## config.mk

```make
export PLATFORM = sky130hd
export DESIGN_NAME = regbank_top
export DESIGN_NICKNAME = d
export VERILOG_FILES = /design/src/logic/regbank_pkg.sv /design/src/logic/host_link_if.sv /design/src/logic/indirect_host.sv /design/src/logic/regbank_top.sv
export SDC_FILE = /design/constraint.sdc
export NUM_CORES = 1
export LEC_CHECK = 0
export BUFFER_PORTS_ARGS = -buffer_cell sky130_fd_sc_hd__clkbuf_2
export CORE_ASPECT_RATIO = 2
export CORE_MARGIN = 4
export CORE_UTILIZATION = 61
export DETAILED_ROUTE_END_ITERATION = 8
export HOLD_SLACK_MARGIN = 0.1
export MAX_ROUTING_LAYER = met4
export PLACE_DENSITY = 0.86
export SLEW_MARGIN = 25
export SYNTH_ARGS = -nofsm -noshare
export SYNTH_HDL_FRONTEND = slang
export SYNTH_SLANG_ARGS = --single-unit
```

## constraint.sdc

```tcl
create_clock -name CLK -period 7.15 [get_ports CLK]
set_input_delay 1.43 -clock CLK [delete_from_list [all_inputs] [get_ports CLK]]
set_output_delay 1.43 -clock CLK [all_outputs]
set_load 0.01 [all_outputs]
```

## src/logic/regbank_pkg.sv

```systemverilog
// Shared command codes, field layouts, reset values and state types for the indirect register bank
package regbank_pkg;
	// ----------------------------------------------------------------
	// Command codes of the serial management port
	// ----------------------------------------------------------------
	localparam logic [7:0] CMD_PAGE = 8'h00;
	localparam logic [7:0] CMD_CHANNEL_MASK = 8'hd0;
	localparam logic [7:0] CMD_BASE_ADDRESS = 8'hd1;
	localparam logic [7:0] CMD_INDIRECT_CONTROL = 8'hd2;
	localparam logic [7:0] CMD_DATA_HOST_ZERO = 8'hd3;
	localparam logic [7:0] CMD_DATA_HOST_ONE = 8'hd4;
	// ----------------------------------------------------------------
	// Reset values
	// ----------------------------------------------------------------
	localparam logic [6:0] BASE_RESET = 7'h5c;
	localparam logic [7:0] MASK_RESET = 8'hff;
	localparam logic [7:0] PAGE_RESET = 8'h00;
	localparam logic [7:0] GLOBAL_PAGE = 8'hff;
	// ----------------------------------------------------------------
	// Indirect control word fields
	// ----------------------------------------------------------------
	localparam int CTL_HOST_BIT = 14;
	localparam int CTL_PAGE_LSB = 9;
	localparam int CTL_PAGE_MSB = 13;
	localparam int CTL_PTR_MSB = 8;
	localparam logic [15:0] CTL_READ_MASK = 16'h7fff;
	localparam logic [8:0] PTR_POKE_SWITCH = 9'h1f6;
	localparam logic [4:0] PAGE_POKE_ON = 5'h05;
	localparam logic [4:0] PAGE_POKE_OFF = 5'h00;
	localparam logic [4:0] LAST_PAGE = 5'h07;
	localparam logic [8:0] PTR_STATUS_ZERO = 9'h02c;
	localparam logic [8:0] PTR_STATUS_ONE = 9'h02d;
	localparam logic [8:0] PTR_BLOCK = 9'h0ee;
	localparam int STAT_POKE_BIT = 1;
	localparam int STAT_BLOCK_BIT = 0;
	localparam int HOSTS = 2;
	// ----------------------------------------------------------------
	// Address select pin levels
	// ----------------------------------------------------------------
	localparam logic [1:0] SEL_HIGH = 2'h2;
	localparam logic [3:0] OFFSET_MAX = 4'h8;
	typedef enum logic {ST_IDLE, ST_FETCH} read_state_type;
endpackage

```

## src/logic/host_link_if.sv

```systemverilog
// Link between the command decoder and one indirect host context
`timescale 1ns/1ns
interface host_link_if;
	logic ctl_wr;
	logic [15:0] ctl_data;
	logic poke;
	logic blk_step;
	logic blk_abort;
	logic [8:0] ptr;
	logic [4:0] page;
	logic poke_ok;
	logic [8:0] blk_idx;
	logic [15:0] status;
	modport core(output ctl_wr, ctl_data, poke, blk_step, blk_abort,
		input ptr, page, poke_ok, blk_idx, status);
	modport host(input ctl_wr, ctl_data, poke, blk_step, blk_abort,
		output ptr, page, poke_ok, blk_idx, status);
endinterface

```

## src/logic/indirect_host.sv

```systemverilog
// Cached pointer, page, write enable and status of one indirect host
`timescale 1ns/1ns
module indirect_host import regbank_pkg::*; (
	input wire logic clk,
	input wire logic nrst,
	host_link_if.host link
);
	logic [8:0] ptr_reg, ptr_next;
	logic [4:0] page_reg, page_next;
	logic en_reg, en_next;
	logic fail_reg, fail_next;
	logic blkfail_reg, blkfail_next;
	logic [8:0] idx_reg, idx_next;
	logic [8:0] wr_ptr;
	logic [4:0] wr_page;

	assign wr_ptr = link.ctl_data[CTL_PTR_MSB:0];
	assign wr_page = link.ctl_data[CTL_PAGE_MSB:CTL_PAGE_LSB];

	always_comb begin
		ptr_next = ptr_reg;
		page_next = page_reg;
		en_next = en_reg;
		fail_next = fail_reg;
		blkfail_next = blkfail_reg;
		idx_next = idx_reg;
		if (link.ctl_wr) begin
			if (wr_ptr == PTR_POKE_SWITCH && wr_page == PAGE_POKE_ON) begin
				en_next = 1'b1;
			end else if (wr_ptr == PTR_POKE_SWITCH && wr_page == PAGE_POKE_OFF) begin
				en_next = 1'b0;
			end else begin
				// Out-of-range pages are cached; the poke check rejects them
				ptr_next = wr_ptr;
				page_next = wr_page;
				idx_next = 9'h000;
				if (wr_ptr == PTR_BLOCK) begin
					blkfail_next = 1'b0;
				end
			end
		end
		if (link.poke) begin
			fail_next = !link.poke_ok;
		end
		if (link.blk_step && idx_reg != 9'h1ff) begin
			idx_next = 9'(idx_reg + 9'h001);
		end
		// Abort sets even when a new block read is requested the same cycle
		if (link.blk_abort && ptr_reg == PTR_BLOCK) begin
			blkfail_next = 1'b1;
		end
	end

	always_ff @(posedge clk) begin
		if (!nrst) begin
			ptr_reg <= 9'h000;
			page_reg <= 5'h00;
			en_reg <= 1'b0;
			fail_reg <= 1'b0;
			blkfail_reg <= 1'b0;
			idx_reg <= 9'h000;
		end else begin
			ptr_reg <= ptr_next;
			page_reg <= page_next;
			en_reg <= en_next;
			fail_reg <= fail_next;
			blkfail_reg <= blkfail_next;
			idx_reg <= idx_next;
		end
	end

	assign link.ptr = ptr_reg;
	assign link.page = page_reg;
	assign link.poke_ok = en_reg && page_reg <= LAST_PAGE;
	assign link.blk_idx = idx_reg;
	assign link.status = {14'h0000, fail_reg, blkfail_reg};

	// ----------------------------------------------------------------
	// Assertions
	// ----------------------------------------------------------------
	property p_page_cached;
		@(posedge clk) disable iff (!nrst)
		link.ctl_wr && wr_ptr != PTR_POKE_SWITCH |=> page_reg == $past(wr_page);
	endproperty
	a_page_cached: assert property (p_page_cached) else $error("page not cached");

	property p_pointer_cached;
		@(posedge clk) disable iff (!nrst)
		link.ctl_wr && wr_ptr != PTR_POKE_SWITCH ##1 !link.ctl_wr |=> link.ptr == $past(wr_ptr, 2);
	endproperty
	a_pointer_cached: assert property (p_pointer_cached) else $error("pointer lost");

	property p_poke_switch;
		@(posedge clk) disable iff (!nrst)
		link.ctl_wr && wr_ptr == PTR_POKE_SWITCH && wr_page == PAGE_POKE_OFF
		##1 !link.ctl_wr |=> !link.poke_ok;
	endproperty
	a_poke_switch: assert property (p_poke_switch) else $error("write not disabled");

	property p_fail_flag;
		@(posedge clk) disable iff (!nrst)
		link.poke |=> link.status[STAT_POKE_BIT] == !$past(link.poke_ok);
	endproperty
	a_fail_flag: assert property (p_fail_flag) else $error("write failed flag wrong");
endmodule // indirect_host

```

## src/logic/regbank_top.sv

```systemverilog
// Page mask, bus address and indirect access register bank of the management port
// How it works
// - Mask bit n lets channel n follow global page writes; zero ignores them.
// - Bus address is programmed base plus pin-selected offset zero to eight.
// - Base resets to 0x5c; both select pins high give offset eight.
// - Base register holds seven bits; top bit reads zero.
// - Control word bit fifteen always reads zero.
// - Host-select bit of a control write picks which host caches it.
// - Five-bit page field cached per host; pokes only to pages zero to seven, peeks to any.
// - Nine-bit pointer cached per host selects the location reached.
// - Indirect accesses never disturb normal accesses or the standard page.
// - Block data can be read as successive word reads of data register.
// - Each extra host peeks any location using its own cached page.
// - Each extra host pokes via its cached page after setting the control word.
// - Control values 0x0bf6/0x01f6 and 0x4bf6/0x41f6 switch pokes on/off.
// - Pointer codes 0x2c and 0x2d give per-host status, peek only.
// - Data reads follow last control write; block reads past end give zeros.
// - Write failed flag sets on refused poke, clears on successful poke.
`timescale 1ns/1ns
module regbank_top import regbank_pkg::*; #(
	parameter int BLOCK_WORDS = 128
) (
	input wire logic CLK,
	input wire logic NRST,
	input wire logic [6:0] CMD_ADDR,
	input wire logic CMD_WR,
	input wire logic CMD_RD,
	input wire logic [7:0] CMD_CODE,
	input wire logic [15:0] CMD_WDATA,
	input wire logic [1:0] ADDRESS_SELECT_HIGH,
	input wire logic [1:0] ADDRESS_SELECT_LOW,
	input wire logic BLOCK_ABORT,
	input wire logic [15:0] INT_RDATA,
	output logic [15:0] RDATA,
	output logic RVALID,
	output logic [6:0] BUS_ADDRESS,
	output logic [7:0] CHANNEL_GLOBAL_ENABLE,
	output logic [7:0] CHANNEL_SELECT,
	output logic INT_RD,
	output logic INT_WR,
	output logic INT_BLOCK,
	output logic [8:0] INT_POINTER,
	output logic [4:0] INT_PAGE,
	output logic [8:0] INT_INDEX,
	output logic [15:0] INT_WDATA
);
	// ----------------------------------------------------------------
	// State
	// ----------------------------------------------------------------
	read_state_type state_reg, state_next;
	logic [7:0] page_reg, page_next;
	logic [7:0] global_page_channel_mask_reg, global_page_channel_mask_next;
	logic [6:0] base_reg, base_next;
	logic [15:0] ctl_reg, ctl_next;
	logic [6:0] addr_reg, addr_next;
	logic [7:0] sel_reg, sel_next;
	logic [15:0] hold_reg, hold_next;
	logic from_int_reg, from_int_next;
	logic [15:0] rdata_reg, rdata_next;
	logic rvalid_reg, rvalid_next;
	logic int_rd_reg, int_rd_next;
	logic int_wr_reg, int_wr_next;
	logic int_block_reg, int_block_next;
	logic [8:0] int_ptr_reg, int_ptr_next;
	logic [4:0] int_page_reg, int_page_next;
	logic [8:0] int_idx_reg, int_idx_next;
	logic [15:0] int_wdata_reg, int_wdata_next;

	logic [HOSTS-1:0] ctl_wr_h, poke_h, step_h, poke_ok_h;
	logic [8:0] ptr_h [HOSTS];
	logic [4:0] page_h [HOSTS];
	logic [8:0] idx_h [HOSTS];
	logic [15:0] status_h [HOSTS];
	logic hit, wr, rd, host_sel;
	logic [3:0] offset;

	// Three-level select pins: low, open, high
	function automatic logic [3:0] pin_level(input logic [1:0] s);
		return (s >= SEL_HIGH) ? 4'h2 : {2'h0, s};
	endfunction

	assign offset = 4'(pin_level(ADDRESS_SELECT_HIGH) * 4'h3 + pin_level(ADDRESS_SELECT_LOW));
	assign hit = CMD_ADDR == addr_reg;
	// Requests during a fetch are dropped so the cached pointer cannot move mid-read
	assign wr = CMD_WR && hit && state_reg == ST_IDLE;
	assign rd = CMD_RD && hit && !CMD_WR && state_reg == ST_IDLE;
	assign host_sel = CMD_CODE == CMD_DATA_HOST_ONE;

	// ----------------------------------------------------------------
	// Per-host contexts
	// ----------------------------------------------------------------
	for (genvar h = 0; h < HOSTS; h++) begin : g_host
		host_link_if link();
		indirect_host u_host (
			.clk(CLK),
			.nrst(NRST),
			.link(link.host)
		);
		assign link.ctl_wr = ctl_wr_h[h];
		assign link.ctl_data = CMD_WDATA;
		assign link.poke = poke_h[h];
		assign link.blk_step = step_h[h];
		assign link.blk_abort = BLOCK_ABORT;
		assign ptr_h[h] = link.ptr;
		assign page_h[h] = link.page;
		assign poke_ok_h[h] = link.poke_ok;
		assign idx_h[h] = link.blk_idx;
		assign status_h[h] = link.status;
	end

	// ----------------------------------------------------------------
	// Decode
	// ----------------------------------------------------------------
	always_comb begin
		state_next = state_reg;
		page_next = page_reg;
		global_page_channel_mask_next = global_page_channel_mask_reg;
		base_next = base_reg;
		ctl_next = ctl_reg;
		hold_next = hold_reg;
		from_int_next = from_int_reg;
		rdata_next = rdata_reg;
		rvalid_next = 1'b0;
		int_rd_next = 1'b0;
		int_wr_next = 1'b0;
		int_block_next = 1'b0;
		int_ptr_next = int_ptr_reg;
		int_page_next = int_page_reg;
		int_idx_next = int_idx_reg;
		int_wdata_next = int_wdata_reg;
		ctl_wr_h = '0;
		poke_h = '0;
		step_h = '0;
		addr_next = 7'(base_reg + {3'h0, offset});
		if (page_reg == GLOBAL_PAGE) begin
			sel_next = global_page_channel_mask_reg;
		end else if (page_reg <= {3'h0, LAST_PAGE}) begin
			sel_next = 8'h01 << page_reg[2:0];
		end else begin
			sel_next = 8'h00;
		end
		if (wr) begin
			case (CMD_CODE)
				CMD_PAGE: begin
					page_next = CMD_WDATA[7:0];
				end
				CMD_CHANNEL_MASK: begin
					global_page_channel_mask_next = CMD_WDATA[7:0];
				end
				CMD_BASE_ADDRESS: begin
					base_next = CMD_WDATA[6:0];
				end
				CMD_INDIRECT_CONTROL: begin
					ctl_next = CMD_WDATA & CTL_READ_MASK;
					ctl_wr_h[CMD_WDATA[CTL_HOST_BIT]] = 1'b1;
				end
				CMD_DATA_HOST_ZERO, CMD_DATA_HOST_ONE: begin
					poke_h[host_sel] = 1'b1;
					if (poke_ok_h[host_sel]) begin
						int_wr_next = 1'b1;
						int_ptr_next = ptr_h[host_sel];
						int_page_next = page_h[host_sel];
						int_wdata_next = CMD_WDATA;
					end
				end
				default: begin
				end
			endcase
		end
		case (state_reg)
			ST_IDLE: begin
				if (rd) begin
					state_next = ST_FETCH;
					from_int_next = 1'b0;
					hold_next = 16'h0000;
					case (CMD_CODE)
						CMD_PAGE: hold_next = {8'h00, page_reg};
						CMD_CHANNEL_MASK: hold_next = {8'h00, global_page_channel_mask_reg};
						CMD_BASE_ADDRESS: hold_next = {9'h000, base_reg};
						CMD_INDIRECT_CONTROL: hold_next = ctl_reg;
						CMD_DATA_HOST_ZERO, CMD_DATA_HOST_ONE: begin
							if (ptr_h[host_sel] == PTR_STATUS_ZERO) begin
								hold_next = status_h[0];
							end else if (ptr_h[host_sel] == PTR_STATUS_ONE) begin
								hold_next = status_h[1];
							end else if (ptr_h[host_sel] == PTR_BLOCK) begin
								step_h[host_sel] = 1'b1;
								if (idx_h[host_sel] < 9'(BLOCK_WORDS)) begin
									from_int_next = 1'b1;
									int_rd_next = 1'b1;
									int_block_next = 1'b1;
									int_ptr_next = PTR_BLOCK;
									int_idx_next = idx_h[host_sel];
								end
							end else begin
								from_int_next = 1'b1;
								int_rd_next = 1'b1;
								int_ptr_next = ptr_h[host_sel];
								int_page_next = page_h[host_sel];
							end
						end
						default: hold_next = 16'h0000;
					endcase
				end
			end
			ST_FETCH: begin
				state_next = ST_IDLE;
				rvalid_next = 1'b1;
				rdata_next = from_int_reg ? INT_RDATA : hold_reg;
			end
			default: begin
				state_next = ST_IDLE;
			end
		endcase
	end

	always_ff @(posedge CLK) begin
		if (!NRST) begin
			state_reg <= ST_IDLE;
			page_reg <= PAGE_RESET;
			global_page_channel_mask_reg <= MASK_RESET;
			base_reg <= BASE_RESET;
			ctl_reg <= 16'h0000;
			addr_reg <= BASE_RESET;
			sel_reg <= 8'h01;
			hold_reg <= 16'h0000;
			from_int_reg <= 1'b0;
			rdata_reg <= 16'h0000;
			rvalid_reg <= 1'b0;
			int_rd_reg <= 1'b0;
			int_wr_reg <= 1'b0;
			int_block_reg <= 1'b0;
			int_ptr_reg <= 9'h000;
			int_page_reg <= 5'h00;
			int_idx_reg <= 9'h000;
			int_wdata_reg <= 16'h0000;
		end else begin
			state_reg <= state_next;
			page_reg <= page_next;
			global_page_channel_mask_reg <= global_page_channel_mask_next;
			base_reg <= base_next;
			ctl_reg <= ctl_next;
			addr_reg <= addr_next;
			sel_reg <= sel_next;
			hold_reg <= hold_next;
			from_int_reg <= from_int_next;
			rdata_reg <= rdata_next;
			rvalid_reg <= rvalid_next;
			int_rd_reg <= int_rd_next;
			int_wr_reg <= int_wr_next;
			int_block_reg <= int_block_next;
			int_ptr_reg <= int_ptr_next;
			int_page_reg <= int_page_next;
			int_idx_reg <= int_idx_next;
			int_wdata_reg <= int_wdata_next;
		end
	end

	assign RDATA = rdata_reg;
	assign RVALID = rvalid_reg;
	assign BUS_ADDRESS = addr_reg;
	assign CHANNEL_GLOBAL_ENABLE = global_page_channel_mask_reg;
	assign CHANNEL_SELECT = sel_reg;
	assign INT_RD = int_rd_reg;
	assign INT_WR = int_wr_reg;
	assign INT_BLOCK = int_block_reg;
	assign INT_POINTER = int_ptr_reg;
	assign INT_PAGE = int_page_reg;
	assign INT_INDEX = int_idx_reg;
	assign INT_WDATA = int_wdata_reg;

	// ----------------------------------------------------------------
	// Assertions
	// ----------------------------------------------------------------
	property p_global_mask;
		@(posedge CLK) disable iff (!NRST)
		wr && CMD_CODE == CMD_CHANNEL_MASK && page_reg == GLOBAL_PAGE
		|=> ##1 CHANNEL_SELECT == $past(CMD_WDATA[7:0], 2);
	endproperty
	a_global_mask: assert property (p_global_mask) else $error("mask not applied");

	property p_address_match;
		@(posedge CLK) disable iff (!NRST)
		RVALID |-> $past(CMD_ADDR, 2) == $past(BUS_ADDRESS, 2);
	endproperty
	a_address_match: assert property (p_address_match) else $error("answered foreign address");

	property p_base_reset;
		@(posedge CLK) disable iff (!NRST)
		$rose(NRST) |-> base_reg == BASE_RESET;
	endproperty
	a_base_reset: assert property (p_base_reset) else $error("base reset wrong");

	property p_base_top_zero;
		@(posedge CLK) disable iff (!NRST)
		rd && CMD_CODE == CMD_BASE_ADDRESS |-> ##2 RVALID && RDATA[15:7] == 9'h000;
	endproperty
	a_base_top_zero: assert property (p_base_top_zero) else $error("base top bit set");

	property p_control_top_zero;
		@(posedge CLK) disable iff (!NRST)
		rd && CMD_CODE == CMD_INDIRECT_CONTROL |-> ##2 RVALID && !RDATA[15];
	endproperty
	a_control_top_zero: assert property (p_control_top_zero) else $error("bit 15 set");

	property p_other_host_kept;
		@(posedge CLK) disable iff (!NRST)
		wr && CMD_CODE == CMD_INDIRECT_CONTROL && CMD_WDATA[CTL_HOST_BIT]
		|=> ptr_h[0] == $past(ptr_h[0]) && page_reg == $past(page_reg);
	endproperty
	a_other_host_kept: assert property (p_other_host_kept) else $error("host zero disturbed");

	property p_poke_out;
		@(posedge CLK) disable iff (!NRST)
		wr && CMD_CODE == CMD_DATA_HOST_ZERO && poke_ok_h[0]
		|=> INT_WR && INT_POINTER == $past(ptr_h[0]) && INT_WDATA == $past(CMD_WDATA);
	endproperty
	a_poke_out: assert property (p_poke_out) else $error("write not issued");

	property p_bad_page_refused;
		@(posedge CLK) disable iff (!NRST)
		wr && CMD_CODE == CMD_DATA_HOST_ONE && page_h[1] > LAST_PAGE |=> !INT_WR;
	endproperty
	a_bad_page_refused: assert property (p_bad_page_refused) else $error("bad page written");

	property p_block_step;
		@(posedge CLK) disable iff (!NRST)
		rd && CMD_CODE == CMD_DATA_HOST_ZERO && ptr_h[0] == PTR_BLOCK
		&& idx_h[0] < 9'(BLOCK_WORDS) |=> INT_RD && INT_BLOCK && INT_INDEX == $past(idx_h[0]);
	endproperty
	a_block_step: assert property (p_block_step) else $error("block word not fetched");

	property p_block_end_zero;
		@(posedge CLK) disable iff (!NRST)
		rd && CMD_CODE == CMD_DATA_HOST_ZERO && ptr_h[0] == PTR_BLOCK
		&& idx_h[0] >= 9'(BLOCK_WORDS) |-> ##2 RVALID && RDATA == 16'h0000;
	endproperty
	a_block_end_zero: assert property (p_block_end_zero) else $error("data past end");

	property p_status_read;
		@(posedge CLK) disable iff (!NRST)
		rd && CMD_CODE == CMD_DATA_HOST_ONE && ptr_h[1] == PTR_STATUS_ONE
		|-> ##2 RVALID && RDATA[15:2] == 14'h0000;
	endproperty
	a_status_read: assert property (p_status_read) else $error("status word wrong");
endmodule // regbank_top

```

==> results of run 1 <==
-- metal layers --
metal	part of all wire	GRT usage
met4	0.067	0.2158
met1	0.36	0.3383
met5	0	-
met3	0.069	0.05735
met2	0.50	0.5181
-- critical path, delay by kind of cell --
kind            cells  cell delay (ps)
compound gates      1              280
buf+inv             2             1710
simple gates        1             1010
-- cell type report --
| class | instances | area share |
|---|---|---|
| well taps | 152 | 0.02038 |
| clock buffers | 18 | 0.04599 |
| multi-input cells | 696 | 0.4489 |
| clock inverters | 14 | 0.01783 |
| flip-flops and latches | 181 | 0.3884 |
| repair buffers | 142 | 0.07750 |
| inverters | 2 | 0.0009386 |
-- power breakdown --
group	internal (W)	switching (W)
registers	0.00101	0.00000251
clock network	0.000527	0.000425
logic	0.0000314	0.0000646
total	0.00157	0.000492
-- cell families (layout without fill, tap and decap cells) --
group / Yosys count / count (layout)
compound gates: 174 / 174
buf+inv: 66 / 176
mux: 74 / 74
flops: 181 / 181
xor+xnor: 11 / 11
fa+ha+maj: 13 / 13
simple gates: 424 / 424
-- placed cells by master, fill, tap and decap left out, types with 7 or more instances in the layout --
| master | count |
|---|---|
| nand2_1 | 199 |
| dfxtp_1 | 180 |
| clkbuf_2 | 136 |
| nor2_1 | 81 |
| mux2i_1 | 64 |
| a21oi_1 | 63 |
| nand3_1 | 38 |
| o21ai_0 | 35 |
| clkbuf_16 | 17 |
| a211oi_1 | 15 |
| nor2b_1 | 11 |
| ha_1 | 11 |
| nor3_1 | 10 |
| or3_1 | 9 |
| nand2b_1 | 9 |
| xor2_1 | 8 |
| a22oi_1 | 8 |
| mux2_2 | 8 |
| and3_1 | 7 |
| nand4b_1 | 7 |
| nand4_1 | 7 |
| a22o_1 | 7 |
| o211a_1 | 7 |
-- stage by stage --
stage	utilization	power (W)	instance area, um^2
after global routing	0.7182	0.002115	9331
after global placement	0.6719	0.001128	8730
after CTS	0.7177	0.002063	9325
after floorplan	-	0.001090	8095
final	0.7182	0.002062	9331
after detailed placement	0.6719	0.001130	8730
-- worst paths after layout --
path                            slack, ps                      endpoint  depth (start not counted)
worst max-delay path                 3040                   hold_reg[9]                          4
worst min-delay path                  440                  INT_INDEX[8]                          2
worst max register to register       3850  g_host[1].u_host.link.ptr[5]                          5
worst min register to register        440                  INT_INDEX[8]                          2
==> qor.yml, run 1 <==
clock_network:
  cts_tree: "built"
  clk_latency_ps: 430
  cts_sinks: 181
  cts_resized: 0
  clockRootBuffer: "clkbuf_16"
  path_clk_slew_ps: 70
  post-cts-setup-buffers: 0
  cts_made_buffers: 17
  hold_buffers: 0
  cts.path.max_buffers: 2
  h-tree-depth: 4
pwr:
  ir_worst_vdd_v: 0.0001942
  p_leak_nw: 3.856
  cellPowerDensity_nw_per_um2: 220.9
yosys:
  synth_mux_area_frac: 0.09490
  synth_top_family_by_area: "simple AND/OR/NAND/NOR gates"
  netlist_instances: 943
  synth-xor-area-share: 0.01190
  synthArstFlopShare: 0
  synthTopCellsByArea: "dfxtp_1 45%, nand2_1 9.2%, mux2i_1 7.9%, a21oi_1 3.9%, nor2_1 3.8%"
  synth_edf_count: 0
  synth_seq_cells: 181
  synthSimpleGateAreaFrac: 0.2473
  synth_top_area_frac: 0.4476
  synth-seq-area-share: 0.4476
  postSynthNetCount: 1012
  ys_top_cells_by_count: "199 x nand2_1, 181 x dfxtp_1, 82 x nor2_1"
  yosysMostFrequentCell: "nand2_1"
  syn_area_um2: 8095
  yosysWarningCount: 0
  synthAdderAreaFrac: 0.02195
  synth.avg_cell_area_um2: 8.585
  synth_compound_area_frac: 0.1405
  ys.flop_type: "dfxtp_1"
  ys_types: 70
  synth_area_leader_cell: "dfxtp_1"
floorplanning:
  dieArea_um2: 15290
  die-width_um: 89.46
  num_rows: 59
  boundaryPins: 138
  initial_utilization: 0.6231
  die_h_um: 170.9
  core_um2: 12990
sta:
  final-hold-violation-count: 0
  setup_viol: 0
  setup_ws_ps: 3043
  fin_skew_ps: 7.421
  period_needed_ps: 4107
  holdWs_ps: 443.9
  drv_slew: 0
  rsz0062_at_grt: "false"
  finalCritPeriodShare: 0.5743
  slew_headroom: 0.3162
  max_freq_mhz: 243.5
  final.setup.tns_ps: 0
  worstMarginPinSlew_ps: 1011
global_routing:
  antenna_found_initial: 0
  grt_use_total: 0.3171
  grt_pass1_vias: 7326
  grt_max_degree: 72
  grt_overflow: 0
  grt_pass1_wl_um: 36280
routing:
  drtIter0Drc: 682
  drc: 0
  viasPerCell: 6.279
  num_vias: 7566
  wl_per_cell_um: 19.18
  drt-pass1-iter-count: 7
  ant_nets: 0
  drt-total-wl_um: 23110
worst_setup_path:
  cp-end-kind: "flip-flop"
  critPathMaxFanout: 60
  startpoint: "NRST"
  crit_chain: "buf_2, clkinv_2, nor2_1, a22o_1"
  max_stage_delay_ps: 1010
  cp.required_ps: 7530
  critPathKind: "input port to flip-flop"
  cp.arrival_ps: 4480
  worstSetupStartpointType: "input port"
  cp_slowest_cell: "nor2_1"
  worstReg2RegStart: "state_reg"
final_layout:
  final_nets: 1109
  drive_above_1_share: 0.1947
  area_delta_synth_final_pct: 15.27
  seq_area_um2: 3625
  antennaDiodeCount: 0
  num-fill-cells: 1011
  multi_input_area_um2: 4189
  fin_cells: 1205
placement:
  place.gp.congestion: 0.9869
  io_buffers: 137
  dpl.hpwl_um: 16000
  dpl.cell_count: 1173
  pre_cts_ws_ps: 2627
min_path:
  min_from: "INT_INDEX[8]"
  hp-class: "flip-flop to flip-flop"
job:
  cap_violations: 0
outcome:
  status: "finished, final reports clean"
Power figures use the tool's default switching activity.
==> run 2: changes to the inputs <==
--- a/config.mk
+++ b/config.mk
@@ -8,11 +8,11 @@
 export BUFFER_PORTS_ARGS = -buffer_cell sky130_fd_sc_hd__clkbuf_2
 export CORE_ASPECT_RATIO = 2
 export CORE_MARGIN = 4
-export CORE_UTILIZATION = 61
+export CORE_UTILIZATION = 56
 export DETAILED_ROUTE_END_ITERATION = 8
 export HOLD_SLACK_MARGIN = 0.1
 export MAX_ROUTING_LAYER = met4
-export PLACE_DENSITY = 0.86
+export PLACE_DENSITY = 0.8
 export SLEW_MARGIN = 25
 export SYNTH_ARGS = -nofsm -noshare
 export SYNTH_HDL_FRONTEND = slang
==> constraint.sdc (replaced) <==
create_clock -name CLK -period 4.17 [get_ports CLK]
set_input_delay 0.834 -clock CLK [delete_from_list [all_inputs] [get_ports CLK]]
set_output_delay 0.834 -clock CLK [all_outputs]
set_load 0.01 [all_outputs]
==> run 2 against run 1 <==
Effect of this change: sequential power up 72%; setup slack got worse by 2000 ps; non-clock buffer count grew 15; combinational power is 74% higher; worst hold slack worse by 4.4 ps; sequential share of layout area down 0.63 points; global-route usage is 3.3 points lower; core utilization decreased by 4.3 points.
==> qor.yml, run 2 (synthesis results as in run 1) <==
outcome:
  status: "finished, final reports clean"  # unchanged
clock_network:
  clk_latency_ps: 430  # about the same
  h-tree-depth: 4  # unchanged
  cts_sinks: 181  # unchanged
  cts_made_buffers: 17  # unchanged
  clockRootBuffer: "clkbuf_16"  # unchanged
  cts_tree: "built"  # unchanged
  path_clk_slew_ps: 80  # was 70 ps
  hold_buffers: 0  # unchanged
  cts_resized: 0  # unchanged
  cts.path.max_buffers: 2  # unchanged
  post-cts-setup-buffers: 0  # unchanged
floorplanning:
  initial_utilization: 0.5764  # was 0.6231
  dieArea_um2: 16560  # was 15290 um^2
  die_h_um: 178.0  # was 170.9 um
  num_rows: 61  # was 59
  core_um2: 14040  # was 12990 um^2
  boundaryPins: 138  # unchanged
  die-width_um: 93.02  # was 89.46 um
final_layout:
  layout_commonest_cell: "nand2_1"  # unchanged
  final_nets: 1124  # was 1109
  drive_above_1_share: 0.2060  # was 0.1947
  seq_area_um2: 3625  # unchanged
  num-fill-cells: 1204  # was 1011
  area_delta_synth_final_pct: 17.17  # was 15.27%
  multi_input_area_um2: 4184  # was 4189 um^2
  fin_cells: 1257  # was 1205
  fin_area_um2: 9485  # was 9331 um^2
  antennaDiodeCount: 0  # unchanged
  most-common-layout-cells: "199 x nand2_1, 180 x dfxtp_1, 137 x clkbuf_2, 81 x nor2_1, 64 x mux2i_1"  # was 199 x nand2_1, 180 x dfxtp_1, 136 x clkbuf_2, 81 x nor2_1, 64 x mux2i_1
global_routing:
  grt_pass1_wl_um: 36180  # was 36280 um
  grt_max_degree: 72  # unchanged
  grt_use_total: 0.2842  # was 0.3171
  grt_pass1_vias: 7174  # was 7326
  antenna_found_initial: 0  # unchanged
  grt_overflow: 0  # unchanged
worst_setup_path:
  critPathMaxFanout: 29  # was 60
  reg2reg_depth: 7  # was 5
  worstSetupStartpointType: "input port"  # unchanged
  worstReg2RegStart: "BUS_ADDRESS[6]"  # was state_reg
  crit_chain: "clkbuf_2, or4b_4, or2_4, mux2_4, o41ai_4, nand3_1, o211a_1"  # was buf_2, clkinv_2, nor2_1, a22o_1
  cp.arrival_ps: 3430  # was 4480 ps
  cp.required_ps: 4500  # was 7530 ps
  cp_top_family: "simple AND/OR/NAND/NOR gates"  # was buffers and inverters
  rrSetupSlack_ps: 1390  # was 3850 ps
  critPathBufInv: 1  # was 2
  critPathKind: "input port to flip-flop"  # unchanged
  cp-end-kind: "flip-flop"  # unchanged
  cp_slowest_cell: "o41ai_4"  # was nor2_1
  rr_endpoint: "INT_INDEX[3]"  # was g_host[1].u_host.link.ptr[5]
  max_stage_delay_ps: 690  # was 1010 ps
sta:
  fin_skew_ps: 12.29  # was 7.421 ps
  finalCritPeriodShare: 0.7442
  period_needed_ps: 3103
  holdWs_ps: 439.5  # was 443.9 ps
  rsz0062_at_grt: "false"  # unchanged
  final-hold-violation-count: 0  # unchanged
  max_freq_mhz: 322.2
  worstMarginPinSlew_ps: 959.1  # was 1011 ps
  drv_slew: 0  # unchanged
  slew_headroom: 0.3597  # was 0.3162
  setup_viol: 0  # unchanged
  final.setup.tns_ps: 0  # unchanged
placement:
  dpl.cell_count: 1225  # was 1173
  place.gp.congestion: 0.9189  # was 0.9869
  dpl.hpwl_um: 16360  # was 16000 um
  dpl_cell_area_um2: 8886  # was 8730 um^2
  io_buffers: 137  # unchanged
routing:
  drt-pass1-iter-count: 9  # was 7
  ant_nets: 0  # unchanged
  drtIter0Drc: 554  # was 682
  viasPerCell: 5.925  # was 6.279
  wl_per_cell_um: 18.26  # was 19.18 um
  num_vias: 7448  # was 7566
  drt-total-wl_um: 22950  # was 23110 um
  drc: 0  # unchanged
min_path:
  whs_endpoint: "INT_INDEX[8]"  # unchanged
  hp-class: "flip-flop to flip-flop"  # unchanged
  min_path_cells: 2  # unchanged
  min_from: "INT_INDEX[8]"  # unchanged
pwr:
  p_leak_nw: 3.936  # was 3.856 nW
  cellPowerDensity_nw_per_um2: 369.3  # was 220.9 nW/um^2
  total_power_w: 0.003503  # was 0.002062 W
  ir_worst_vdd_v: 0.0003035  # was 0.0001942 V
job:
  cap_violations: 0  # unchanged
run 2: final cells by class:
class                      count  area share
sequential                   181      0.3821
clock buffer                  18     0.04630
tap                          189     0.02493
inverter                       2   0.0009234
clock inverter                14     0.01649
timing repair buffer         157     0.08812
multi-input combinational    696      0.4411
run 2: worst min-delay path, delay by kind of cell (launching register included):
kind             cells  cell delay, ps
flip-flops           1             310
AND/OR/NAND/NOR      2              90
run 2: through the flow:
stage,utilization,setup slack [ps]
6_report,0.6754,1067
5_1_grt,0.6754,927.4
3_5_place_dp,0.6328,650.6
3_3_place_gp,0.6328,673.1
2_1_floorplan,-,1050
4_1_cts,0.6752,1083
run 2: worst max-delay path by stage:
stage | from | to | cells past startpoint
2_1_floorplan | CMD_CODE[1] | g_host[0].u_host.link.blk_idx[7] | 8
3_3_place_gp | CMD_CODE[0] | INT_POINTER[5] | 7
3_5_place_dp | CMD_CODE[0] | INT_POINTER[5] | 7
4_1_cts | CMD_CODE[0] | INT_POINTER[1] | 7
5_1_grt | CMD_CODE[0] | INT_POINTER[1] | 7
6_report | CMD_CODE[0] | INT_POINTER[1] | 7
run 2: metal layers:
layer | vias to the layer above | routed length, um | GRT usage
met1 | 3452 | 8573 | 0.3110
met2 | 363 | 11870 | 0.4983
li1 | 3543 | - | -
met3 | 90 | 1384 | 0.04432
met5 | - | 0 | -
met4 | 0 | 1122 | 0.1358
run 2: where the power goes:
part	total, W	leakage [nW]	switching (W)	internal, W
Clock	0.00160	0.288	0.000779	0.000820
Combinational	0.000167	2.19	0.000110	0.0000571
Sequential	0.00174	1.46	0.00000423	0.00173
==> run 3: changes to the inputs <==
--- a/config.mk
+++ b/config.mk
@@ -5,6 +5,7 @@
 export SDC_FILE = /design/constraint.sdc
 export NUM_CORES = 1
 export LEC_CHECK = 0
+export ABC_AREA = 1
 export BUFFER_PORTS_ARGS = -buffer_cell sky130_fd_sc_hd__clkbuf_2
 export CORE_ASPECT_RATIO = 2
 export CORE_MARGIN = 4
@@ -12,7 +13,7 @@
 export DETAILED_ROUTE_END_ITERATION = 8
 export HOLD_SLACK_MARGIN = 0.1
 export MAX_ROUTING_LAYER = met4
-export PLACE_DENSITY = 0.8
+export PLACE_DENSITY = 0.79
 export SLEW_MARGIN = 25
 export SYNTH_ARGS = -nofsm -noshare
 export SYNTH_HDL_FRONTEND = slang
==> constraint.sdc (replaced) <==
create_clock -name CLK -period 2.9 [get_ports CLK]
set_input_delay 0.58 -clock CLK [delete_from_list [all_inputs] [get_ports CLK]]
set_output_delay 0.58 -clock CLK [all_outputs]
set_load 0.01 [all_outputs]
==> run 3 against run 2 <==
Effect of this change: die area is 1.8% higher; worst hold slack worse by 32 ps; via count is 6.8% higher; critical path type unchanged; largest power group unchanged.
==> qor.yml, run 3 <==
sta:
  slew_headroom: 0.5125  # was 0.3597
  drv_slew: 0  # unchanged
  holdWs_ps: 407.9  # was 439.5 ps
  fin_skew_ps: 7.342  # was 12.29 ps
  final-hold-violation-count: 0  # unchanged
  period_needed_ps: 2649
  setup_viol: 0  # unchanged
  worstMarginPinSlew_ps: 724.6  # was 959.1 ps
  finalCritPeriodShare: 0.9133
  max_freq_mhz: 377.6
  rsz0062_at_grt: "false"  # unchanged
clock_network:
  cts_made_buffers: 17  # unchanged
  path_clk_slew_ps: 60  # was 80 ps
  clk_latency_ps: 430  # about the same
  cts_tree: "built"  # unchanged
  h-tree-depth: 4  # unchanged
  cts.path.max_buffers: 2  # unchanged
  hold_buffers: 0  # unchanged
  clockRootBuffer: "clkbuf_16"  # unchanged
  cts_sinks: 181  # unchanged
  post-cts-setup-buffers: 0  # unchanged
worst_setup_path:
  crit_top_cell: "ha_1"
  rr_endpoint: "g_host[1].u_host.link.ptr[5]"  # was INT_INDEX[3]
  max_stage_delay_ps: 450  # was 690 ps
  critPathMaxFanout: 4  # was 29
  cp-end-kind: "flip-flop"  # unchanged
  cp_slowest_cell: "fa_1"  # was o41ai_4
  critPathBufInv: 1  # unchanged
  rrSetupSlack_ps: 590  # was 1390 ps
  cp.arrival_ps: 2960  # was 3430 ps
  critPathKind: "input port to flip-flop"  # unchanged
  crit_cells: 12  # was 7
  worstReg2RegStart: "BUS_ADDRESS[0]"  # was BUS_ADDRESS[6]
  cp.required_ps: 3210  # was 4500 ps
  crit_chain: "clkbuf_2, or2_2, ha_1, ha_1, fa_1, ha_1, a21oi_1, nor2_1, nor2_1, nor3b_1, a21oi_1, o21ai_0"  # was clkbuf_2, or4b_4, or2_4, mux2_4, o41ai_4, nand3_1, o211a_1
  cp_top_family: "adder cells"  # was simple AND/OR/NAND/NOR gates
  worstSetupStartpointType: "input port"  # unchanged
  reg2reg_depth: 9  # was 7
yosys:
  yosysMostFrequentCell: "dfxtp_1"  # was nand2_1
  synth_area_leader_cell: "dfxtp_1"  # unchanged
  ys_types: 50  # was 70
  synth_top_area_frac: 0.4391  # was 0.4476
  postSynthNetCount: 1152  # was 1012
  synth_seq_cells: 181  # unchanged
  synth_edf_count: 0  # unchanged
  synthTopCellsByArea: "dfxtp_1 44%, nand2_1 7.7%, a21oi_1 7.5%, o21ai_0 6.7%, nor2_1 4.7%"  # was dfxtp_1 45%, nand2_1 9.2%, mux2i_1 7.9%, a21oi_1 3.9%, nor2_1 3.8%
  synth.avg_cell_area_um2: 7.620  # was 8.585 um^2
  ys_top_cells_by_count: "181 x dfxtp_1, 169 x nand2_1, 123 x a21oi_1"  # was 199 x nand2_1, 181 x dfxtp_1, 82 x nor2_1
  yosysWarningCount: 0  # unchanged
  ys.flop_type: "dfxtp_1"  # unchanged
  synthArstFlopShare: 0  # unchanged
  syn_area_um2: 8253  # was 8095 um^2
  synth-seq-area-share: 0.4391  # was 0.4476
  netlist_instances: 1083  # was 943
final_layout:
  antennaDiodeCount: 0  # unchanged
  layout_commonest_cell: "dfxtp_1"  # was nand2_1
  final_nets: 1285  # was 1124
  seq_area_um2: 3623  # was 3625 um^2
  drive_above_1_share: 0.2034  # was 0.2060
  most-common-layout-cells: "181 x dfxtp_1, 169 x nand2_1, 136 x clkbuf_2, 123 x a21oi_1, 110 x o21ai_0"  # was 199 x nand2_1, 180 x dfxtp_1, 137 x clkbuf_2, 81 x nor2_1, 64 x mux2i_1
  num-fill-cells: 1267  # was 1204
  multi_input_area_um2: 3980  # was 4184 um^2
  area_delta_synth_final_pct: 18.37  # was 17.17%
routing:
  ant_nets: 0  # unchanged
  drt-total-wl_um: 23370  # was 22950 um
  viasPerCell: 5.600  # was 5.925
  drt-pass1-iter-count: 5  # was 9
  num_vias: 7957  # was 7448
  drtIter0Drc: 464  # was 554
  wl_per_cell_um: 16.45  # was 18.26 um
  drc: 0  # unchanged
floorplanning:
  die_h_um: 179.7  # was 178.0 um
  dieArea_um2: 16860  # was 16560 um^2
  num_rows: 62  # was 61
  die-width_um: 93.84  # was 93.02 um
  core_um2: 14430  # was 14040 um^2
  boundaryPins: 138  # unchanged
  initial_utilization: 0.5720  # was 0.5764
outcome:
  status: "finished, final reports clean"  # unchanged
global_routing:
  grt_overflow: 0  # unchanged
  grt_pass1_vias: 7654  # was 7174
  grt_use_total: 0.2877  # was 0.2842
  grt_pass1_wl_um: 37530  # was 36180 um
  grt_max_degree: 101  # was 72
  antenna_found_initial: 0  # unchanged
min_path:
  min_from: "INT_RDATA[15]"  # was INT_INDEX[8]
  min_path_cells: 3  # was 2
  hp-class: "input port to flip-flop"  # was flip-flop to flip-flop
  whs_endpoint: "RDATA[15]"  # was INT_INDEX[8]
pwr:
  total_power_w: 0.005130  # was 0.003503 W
  ir_worst_vdd_v: 0.0004601  # was 0.0003035 V
  cellPowerDensity_nw_per_um2: 525.1  # was 369.3 nW/um^2
  p_leak_nw: 4.393  # was 3.936 nW
job:
  cap_violations: 0  # unchanged
placement:
  dpl.hpwl_um: 17150  # was 16360 um
  io_buffers: 137  # unchanged
  place.gp.congestion: 0.9331  # was 0.9189
## run 3: cell types whose count changed in the layout (fill, tap and decap cells not counted), sizes merged, moves of 11 or more
| cell | change |
|---|---|
| o211ai | +11 |
| mux2i | -65 |
| o21ai | +82 |
| nand2 | -17 |
| nor2 | +39 |
| a21oi | +60 |
| nand4 | +12 |
| nor2b | -11 |
| inv | +106 |
| nand3 | +27 |
## run 3: logic make-up (layout without fill, tap and decap cells)
logic type,count (synthesis),after routing,share of synthesized area
simple gates,414,414,0.2368
compound gates,294,294,0.2003
flops,181,181,0.4391
buf+inv,159,305,0.07868
xor+xnor,21,21,0.02229
fa+ha+maj,13,13,0.02153
mux,1,1,0.001364
## run 3: layout make-up
| class | instances | area share |
|---|---|---|
| multi-input cells | 743 | 0.4074 |
| flip-flops and latches | 181 | 0.3709 |
| repair buffers | 160 | 0.09042 |
| clock buffers | 19 | 0.04534 |
| inverters | 113 | 0.04367 |
| well taps | 192 | 0.02459 |
| clock inverters | 13 | 0.01767 |
## run 3: layer usage
metal	GRT usage	vias up	wire, um
met1	0.2852	3622	8090
met2	0.5138	319	12690
met4	0.1725	0	1364
li1	-	3923	-
met5	-	-	0
met3	0.04268	93	1231
## run 3: metrics by stage
| stage | setup slack [ps] | area, um^2 | std cells | utilization | setup TNS [ps] |
|---|---|---|---|---|---|
| floorplan | 90.42 | 8253 | 1083 | - | 0 |
| global placement | -118.3 | 9154 | 1389 | 0.6344 | -258.2 |
| detailed placement | -206.6 | 9154 | 1389 | 0.6344 | -566.5 |
| CTS | 243.4 | 9769 | 1421 | 0.6771 | 0 |
| global route | 81.88 | 9769 | 1421 | 0.6771 | 0 |
| finish | 251.4 | 9769 | 1421 | 0.6771 | 0 |
## run 3: worst max path at each step
stage                                end  slack [ps]                   start
after detailed placement  BUS_ADDRESS[5]        -210  ADDRESS_SELECT_HIGH[1]
after CTS                 BUS_ADDRESS[6]         240  ADDRESS_SELECT_HIGH[1]
final                     BUS_ADDRESS[6]         250  ADDRESS_SELECT_HIGH[1]
after global placement    BUS_ADDRESS[6]        -120  ADDRESS_SELECT_HIGH[1]
after global routing      BUS_ADDRESS[5]          80  ADDRESS_SELECT_HIGH[1]
after floorplan           BUS_ADDRESS[5]          90  ADDRESS_SELECT_HIGH[1]
## run 3: what timing repair did
item	4_1_cts	5_1_grt
resized for setup	0	1
endpoints found under the setup margin	0	1
hold endpoints to repair	0	0
## run 3: power by group
| part | total (W) | internal [W] | switching, W |
|---|---|---|---|
| Sequential | 0.00250 | 0.00249 | 0.00000601 |
| Clock | 0.00240 | 0.00139 | 0.00100 |
| Combinational | 0.000234 | 0.0000842 | 0.000150 |
| Total | 0.00513 | 0.00397 | 0.00116 |
## run 3: worst register-to-register path, cell delays in order, from the launching register on
cell and delay [ps]:
dfxtp_1 360, xnor2_1 130, nand2_1 70, nor2_1 190, nand4_1 320, nor2_4 360, nand3_2 300, inv_2 250
o21ai_0 110, a21oi_1 150
